==> config.mk <==
export PLATFORM = sky130hd
export DESIGN_NAME = pci_command_status_regs
export DESIGN_NICKNAME = d
export VERILOG_FILES = /design/src/rtl/pci_cmd_status_pkg.sv /design/src/rtl/sticky_event_bank.sv /design/src/rtl/pci_command_status_regs.sv
export SDC_FILE = /design/constraint.sdc
export NUM_CORES = 1
export LEC_CHECK = 0
export ABC_AREA = 1
export BUFFER_PORTS_ARGS = -buffer_cell sky130_fd_sc_hd__buf_2
export CAP_MARGIN = 20
export CORE_MARGIN = 10
export CORE_UTILIZATION = 38
export CTS_BUF_LIST = sky130_fd_sc_hd__clkbuf_8
export DETAILED_ROUTE_END_ITERATION = 16
export GPL_ROUTABILITY_DRIVEN = 1
export PLACE_DENSITY = 0.74
export SLEW_MARGIN = 20
export SYNTH_ARGS = -nofsm -noshare
export SYNTH_HDL_FRONTEND = slang
export SYNTH_SLANG_ARGS = --single-unit
==> constraint.sdc <==
create_clock -name clk -period 1.4 [get_ports clk]
set_clock_uncertainty 0.2 [all_clocks]
set_input_delay 0.07 -clock clk [delete_from_list [all_inputs] [get_ports clk]]
set_output_delay 0.07 -clock clk [all_outputs]
set_load 0.01 [all_outputs]
==> src/rtl/pci_cmd_status_pkg.sv <==
// Offsets, field positions and reset values of the command and status words
package pci_cmd_status_pkg;

  localparam logic [7:0] CMD_OFFSET = 8'h04;
  localparam logic [7:0] STATUS_OFFSET = 8'h06;

  localparam logic [15:0] CMD_RESET = 16'h0000;
  localparam logic [15:0] STATUS_RESET = 16'h0230;

  // Command word fields
  localparam int IO_DECODE_BIT = 0;
  localparam int MEM_DECODE_BIT = 1;
  localparam int INITIATOR_BIT = 2;
  localparam int WRITE_INVALIDATE_BIT = 4;
  localparam int PARITY_RESPONSE_BIT = 6;
  localparam int SYSTEM_FAULT_EN_BIT = 8;
  localparam logic [15:0] CMD_WRITABLE = 16'h0157;

  // Status word fields
  localparam int CAPS_LIST_BIT = 4;
  localparam int FAST_CLOCK_BIT = 5;
  localparam int B2B_TARGET_BIT = 7;
  localparam int MASTER_PARITY_BIT = 8;
  localparam int SELECT_SPEED_LSB = 9;
  localparam int SENT_TARGET_ABORT_BIT = 11;
  localparam int GOT_TARGET_ABORT_BIT = 12;
  localparam int GOT_MASTER_ABORT_BIT = 13;
  localparam int SENT_SYSTEM_FAULT_BIT = 14;
  localparam int SEEN_PARITY_BIT = 15;

  localparam logic CAPS_LIST_VALUE = 1'b1;
  localparam logic FAST_CLOCK_VALUE = 1'b1;
  localparam logic B2B_TARGET_VALUE = 1'b0;
  localparam logic [1:0] SELECT_SPEED_VALUE = 2'h1;

  // Sticky event slots inside the sticky bank
  localparam int EV_MASTER_PARITY = 0;
  localparam int EV_SENT_TARGET_ABORT = 1;
  localparam int EV_GOT_TARGET_ABORT = 2;
  localparam int EV_GOT_MASTER_ABORT = 3;
  localparam int EV_SENT_SYSTEM_FAULT = 4;
  localparam int EV_SEEN_PARITY = 5;
  localparam int EV_COUNT = 6;

  // Power state code of the fully on state
  localparam logic [1:0] POWER_D0 = 2'h0;

endpackage

==> src/rtl/sticky_event_bank.sv <==
// Bank of sticky event flags, set by hardware and cleared by writing ones
`timescale 1ns/10ps
module sticky_event_bank (
  input wire logic clk,
  input wire logic reset,
  input wire logic [pci_cmd_status_pkg::EV_COUNT-1:0] setPulse,
  input wire logic clearWrite,
  input wire logic [pci_cmd_status_pkg::EV_COUNT-1:0] clearMask,
  output logic [pci_cmd_status_pkg::EV_COUNT-1:0] flags
);

  logic [pci_cmd_status_pkg::EV_COUNT-1:0] flags_q;
  logic [pci_cmd_status_pkg::EV_COUNT-1:0] flags_d;
  logic [pci_cmd_status_pkg::EV_COUNT-1:0] clearBits;

  assign clearBits = clearWrite ? clearMask : '0;
  // Set wins over a clear in the same cycle; zeros written leave a flag alone
  assign flags_d = (flags_q & ~clearBits) | setPulse;
  assign flags = flags_q;

  always_ff @(posedge clk) begin
    if (reset) begin
      flags_q <= '0;
    end else begin
      flags_q <= flags_d;
    end
  end

endmodule

==> src/rtl/pci_command_status_regs.sv <==
// Command and status words of the configuration header with their gating
`timescale 1ns/10ps
module pci_command_status_regs (
  input wire logic clk,
  input wire logic reset,
  input wire logic cfgWrite,
  input wire logic cfgRead,
  input wire logic [7:0] cfgAddr,
  input wire logic [15:0] cfgWriteData,
  output logic [15:0] cfgReadData,
  input wire logic [1:0] powerState,
  input wire logic romDecodeEnable,
  input wire logic sentTargetAbort,
  input wire logic gotTargetAbort,
  input wire logic gotMasterAbort,
  input wire logic masterParitySeen,
  input wire logic parityFaultSeen,
  input wire logic systemFaultRequest,
  output logic ioDecodeEnable,
  output logic memDecodeEnable,
  output logic romAccessEnable,
  output logic initiatorEnable,
  output logic writeInvalidatePermit,
  output logic parityFaultResponse,
  output logic systemFaultOut,
  output logic systemFaultOe
);

  logic [15:0] command_q;
  logic [15:0] command_d;
  logic [15:0] readData_q;
  logic [15:0] readData_d;
  logic [15:0] statusWord;
  logic [pci_cmd_status_pkg::EV_COUNT-1:0] eventSet;
  logic [pci_cmd_status_pkg::EV_COUNT-1:0] eventFlags;
  logic [pci_cmd_status_pkg::EV_COUNT-1:0] eventClear;
  logic hitCommand;
  logic hitStatus;
  logic inD0;
  logic faultSignal;

  // Pulls the sticky event bits out of a status-word image
  function automatic logic [pci_cmd_status_pkg::EV_COUNT-1:0] event_field(
    input logic [15:0] word
  );
    logic [pci_cmd_status_pkg::EV_COUNT-1:0] f;
    f = '0;
    f[pci_cmd_status_pkg::EV_MASTER_PARITY] = word[pci_cmd_status_pkg::MASTER_PARITY_BIT];
    f[pci_cmd_status_pkg::EV_SENT_TARGET_ABORT] =
      word[pci_cmd_status_pkg::SENT_TARGET_ABORT_BIT];
    f[pci_cmd_status_pkg::EV_GOT_TARGET_ABORT] =
      word[pci_cmd_status_pkg::GOT_TARGET_ABORT_BIT];
    f[pci_cmd_status_pkg::EV_GOT_MASTER_ABORT] =
      word[pci_cmd_status_pkg::GOT_MASTER_ABORT_BIT];
    f[pci_cmd_status_pkg::EV_SENT_SYSTEM_FAULT] =
      word[pci_cmd_status_pkg::SENT_SYSTEM_FAULT_BIT];
    f[pci_cmd_status_pkg::EV_SEEN_PARITY] = word[pci_cmd_status_pkg::SEEN_PARITY_BIT];
    return f;
  endfunction

  // Address decode of the two words
  assign hitCommand = cfgAddr == pci_cmd_status_pkg::CMD_OFFSET;
  assign hitStatus = cfgAddr == pci_cmd_status_pkg::STATUS_OFFSET;
  assign inD0 = powerState == pci_cmd_status_pkg::POWER_D0;

  // Only implemented command bits are stored; reserved ones stay zero
  assign command_d = (cfgWrite && hitCommand) ?
    (cfgWriteData & pci_cmd_status_pkg::CMD_WRITABLE) : command_q;

  // Enables derived from the command word; all zeros leaves only config access
  assign ioDecodeEnable = command_q[pci_cmd_status_pkg::IO_DECODE_BIT] && inD0;
  assign memDecodeEnable = command_q[pci_cmd_status_pkg::MEM_DECODE_BIT] && inD0;
  assign romAccessEnable = command_q[pci_cmd_status_pkg::MEM_DECODE_BIT] &&
    romDecodeEnable && inD0;
  assign initiatorEnable = command_q[pci_cmd_status_pkg::INITIATOR_BIT] && inD0;
  assign writeInvalidatePermit = command_q[pci_cmd_status_pkg::WRITE_INVALIDATE_BIT] &&
    initiatorEnable;
  assign parityFaultResponse = command_q[pci_cmd_status_pkg::PARITY_RESPONSE_BIT];

  // System fault is open drain and active low: drive zero only when enabled
  assign faultSignal = systemFaultRequest &&
    command_q[pci_cmd_status_pkg::SYSTEM_FAULT_EN_BIT];
  assign systemFaultOut = 1'b0;
  assign systemFaultOe = faultSignal;

  // Hardware events feeding the sticky bits
  assign eventSet[pci_cmd_status_pkg::EV_MASTER_PARITY] = masterParitySeen &&
    command_q[pci_cmd_status_pkg::PARITY_RESPONSE_BIT];
  assign eventSet[pci_cmd_status_pkg::EV_SENT_TARGET_ABORT] = sentTargetAbort;
  assign eventSet[pci_cmd_status_pkg::EV_GOT_TARGET_ABORT] = gotTargetAbort;
  assign eventSet[pci_cmd_status_pkg::EV_GOT_MASTER_ABORT] = gotMasterAbort;
  assign eventSet[pci_cmd_status_pkg::EV_SENT_SYSTEM_FAULT] = faultSignal;
  assign eventSet[pci_cmd_status_pkg::EV_SEEN_PARITY] = parityFaultSeen;

  assign eventClear = event_field(cfgWriteData);

  sticky_event_bank eventBank (
    .clk(clk),
    .reset(reset),
    .setPulse(eventSet),
    .clearWrite(cfgWrite && hitStatus),
    .clearMask(eventClear),
    .flags(eventFlags)
  );

  // Status image: fixed capability bits, sticky events, reserved zeros
  always_comb begin
    statusWord = 16'h0000;
    statusWord[pci_cmd_status_pkg::CAPS_LIST_BIT] = pci_cmd_status_pkg::CAPS_LIST_VALUE;
    statusWord[pci_cmd_status_pkg::FAST_CLOCK_BIT] =
      pci_cmd_status_pkg::FAST_CLOCK_VALUE;
    statusWord[pci_cmd_status_pkg::B2B_TARGET_BIT] =
      pci_cmd_status_pkg::B2B_TARGET_VALUE;
    statusWord[pci_cmd_status_pkg::SELECT_SPEED_LSB +: 2] =
      pci_cmd_status_pkg::SELECT_SPEED_VALUE;
    statusWord[pci_cmd_status_pkg::MASTER_PARITY_BIT] =
      eventFlags[pci_cmd_status_pkg::EV_MASTER_PARITY];
    statusWord[pci_cmd_status_pkg::SENT_TARGET_ABORT_BIT] =
      eventFlags[pci_cmd_status_pkg::EV_SENT_TARGET_ABORT];
    statusWord[pci_cmd_status_pkg::GOT_TARGET_ABORT_BIT] =
      eventFlags[pci_cmd_status_pkg::EV_GOT_TARGET_ABORT];
    statusWord[pci_cmd_status_pkg::GOT_MASTER_ABORT_BIT] =
      eventFlags[pci_cmd_status_pkg::EV_GOT_MASTER_ABORT];
    statusWord[pci_cmd_status_pkg::SENT_SYSTEM_FAULT_BIT] =
      eventFlags[pci_cmd_status_pkg::EV_SENT_SYSTEM_FAULT];
    statusWord[pci_cmd_status_pkg::SEEN_PARITY_BIT] =
      eventFlags[pci_cmd_status_pkg::EV_SEEN_PARITY];
  end

  // Read data is registered; other offsets read zero
  assign readData_d = !cfgRead ? readData_q :
    hitCommand ? command_q :
    hitStatus ? statusWord : 16'h0000;
  assign cfgReadData = readData_q;

  always_ff @(posedge clk) begin
    if (reset) begin
      command_q <= pci_cmd_status_pkg::CMD_RESET;
      readData_q <= 16'h0000;
    end else begin
      command_q <= command_d;
      readData_q <= readData_d;
    end
  end

endmodule

==> results.md <==
* Status: complete, no violations
* Final Hold Slack at 38.0 ps
* DRC Markers at 0
* Final Critical Period at 1320 ps
* RR Endpoint: cfgReadData[4]
* R2R depth at 4
* Port Buf Inserts at 51
* Io pins at approximately 60
* Layout cell share with drive strength beyond 1 at 0.406
* Internal at 0.000991 W
* Setup TNS at 0 ps
* WL final at 3010 µm
* # setup viols final at 0
* Tcrit/Tclk final at 0.944
* Chip Height at 75.7 µm
* Largest net degree at the start of global routing at 14
* Initial Util at 0.392
* Max Buffers Root-to-Sink at 2
* Core area at 3000 µm²
* Final std cells w/o fill at approximately 250
* Unique masters post-synth at 23
* Sequential cell fraction of total power at 0.545
* Multi-input gate area at 579 µm²
* Crit-path max FO at 3
* Clock transition at path regs at 80 ps
* Critical path launch point type: flip-flop
* Hold Vio Cnt, Final at 0
* Sequential share of the synthesized area at 0.408
* HP Class: in2reg
* Register area at 480 µm²
* PnR Total Power at 0.00129 W
* CTS Sinks at 24
* H-tree levels at 1
* Clk_lat worst skew at 260 ps
* GP Congestion at about 0.74
* Switching share of power at 0.233
* N_diodes at 0
* Final nets at 258
* RR Startpoint: command_q[4]
* LEAKAGE at between 0.7 and 0.8 nW
* Sw Pwr at 0.000301 W
* Worst Hold Endpoint: command_q[0]
* Combinational power share at 0.148
* Post-DP Area at 1430 µm²
* CP max-delay cell: dfxtp_1
* Maxcap violations at 0
* Peak VDD IR at about 0.53 mV
* Root buf cell: clkbuf_8
* Initial drt markers at 34
* Vias in the first global route at 1166
* #FFs+latches synth at 24
* CP endpoint kind: primary output
* R2R Setup Slk at 410 ps
* Cell area after layout at 1700 µm²
* # fillers at 284
* First-pass DRT Iterations at 3
* Die Area at 5730 µm²
* Area growth from synthesis to layout at 44.1%
* Critical path type: reg2out
* Wire length per cell at 11.9 µm
* Initial antenna violation count at 0
* GRT Util Overall at 0.117
* Hold Path Cell Cnt at 4
* Synthesized area at 1180 µm²
* Number of buffers created by CTS at 3
* Min-delay src: cfgWrite
* Pwr Density at between 700 and 800 nW/µm²
* Post-placement cell count at 227
* Crit path largest cell delay at 370 ps
* Final ANT Viol Nets at 0
* Synth warn at 0
* Final HPWL DP at ~2300 µm
* Clk pwr share at 0.307
* Critical Path AT at 1050 ps
* Via Count at 1101
* Synth top area cells: dfxtp_1, nand3_2, nand2_1
* Vias/cell at ~4.4
* Avg Cell Area, Syn at 8.02 µm²
* Share of the synthesized area in the top cell type at 0.408
* Die X at about 76 µm
* Row count at 20
* Slew Viols, Final at 0
* Critical Path RT at 1130 ps
* Unrepaired setup endpoints after global routing: no
* Grt total ovfl at 0
* Max Fclk at roughly 760 MHz
* TritonCTS clock tree: built
* First-pass GRT wire length at 5160 µm
* Synth Instances at approximately 150
* Post-synth top area cell: dfxtp_1
* Critical-path cell list: inv_1 -> nor3b_2 -> buf_2
==> registers in the layout, summed over array words and instances, names as in the netlist <==
signal / flops
eventBank.flags: 6
cfgReadData: 12
command_q: 6
==> cells in the mapped netlist <==
cell,count
nand3_1,3
nor2_8,1
nor2_2,2
or2_2,1
nand2_2,3
a21oi_2,5
nor3b_4,1
buf_2,2
nor3_1,1
nor2_1,20
nor2_4,2
nand3_2,10
a21oi_1,11
dfxtp_1,24
o21ai_1,6
inv_1,14
o21ai_0,4
conb_1,1
nand2_4,1
buf_4,7
nor3b_1,1
nand2_1,26
buf_12,1
==> placed cells by master, fill, tap and decap left out, types with 2 or more instances in the layout <==
master / count
buf_2: 49
nand2_1: 26
dfxtp_1: 24
nor2_1: 20
dlygate4sd3_1: 19
inv_1: 12
a21oi_1: 11
nand3_2: 10
buf_4: 7
o21ai_1: 6
a21oi_2: 5
o21ai_0: 4
conb_1: 4
nand2_2: 3
nand3_1: 3
clkbuf_8: 3
nor2_2: 2
nor2_4: 2
clkinvlp_4: 2
==> timing repair <==
action                     4_1_cts  5_1_grt
hold buffers                    19        0
resized for setup                0        6
setup endpoints to repair        0        5
hold endpoints to repair        20        0
setup buffers                    0        3
==> final cells by class <==
class,instances,share of cell area
clock buffers,3,0.0243
inverters,14,0.0354
well taps,33,0.0243
multi-input cells,102,0.341
repair buffers,76,0.292
flip-flops and latches,24,0.283
==> per-stage QoR <==
stage,util,worst slack [ps]
after floorplan,-,349
after global routing,0.565,7.04
final,0.565,78.9
after detailed placement,0.475,139
after CTS,0.552,32.9
after global placement,0.475,158
==> logic make-up after synthesis <==
| logic type | Yosys count | share of synthesized area |
|---|---|---|
| compound gates | 26 | 0.126 |
| simple gates | 72 | 0.348 |
| buf+inv | 24 | 0.115 |
| other cells | 1 | 0.00318 |
| flops | 24 | 0.408 |
==> worst max-delay path by stage <==
stage	start	to	slack (ps)	cells after the start
after floorplan	cfgAddr[7]	eventBank.flags[1]	350	7
after global placement	cfgAddr[7]	cfgReadData[4]	160	8
after global routing	cfgRead	cfgReadData[4]	7	7
final	command_q[2]	writeInvalidatePermit	80	3
after CTS	cfgRead	cfgReadData[4]	30	7
after detailed placement	cfgAddr[7]	cfgReadData[4]	140	8
==> power by group through the flow <==
stage | logic, W | clock network (W) | registers, W
floorplan | 0.0000795 | 0 | 0.000723
global placement | 0.000138 | 0 | 0.000720
detailed placement | 0.000140 | 0 | 0.000720
CTS | 0.000181 | 0.000407 | 0.000704
global route | 0.000216 | 0.000429 | 0.000706
finish | 0.000191 | 0.000397 | 0.000704
==> worst max-delay path: cells and delay by family, from the launching register on <==
family,cells,cell delay [ps]
buffers and inverters,2,240
flip-flops,1,370
AND/OR/NAND/NOR,1,190
==> per-layer routing <==
layer | GRT usage | wire length [µm]
met4 | 0.0701 | 78
met5 | 0 | 0
met3 | 0.0273 | 184
met1 | 0.128 | 1260
met2 | 0.199 | 1490
No activity file was read; power rests on OpenSTA's default activity.
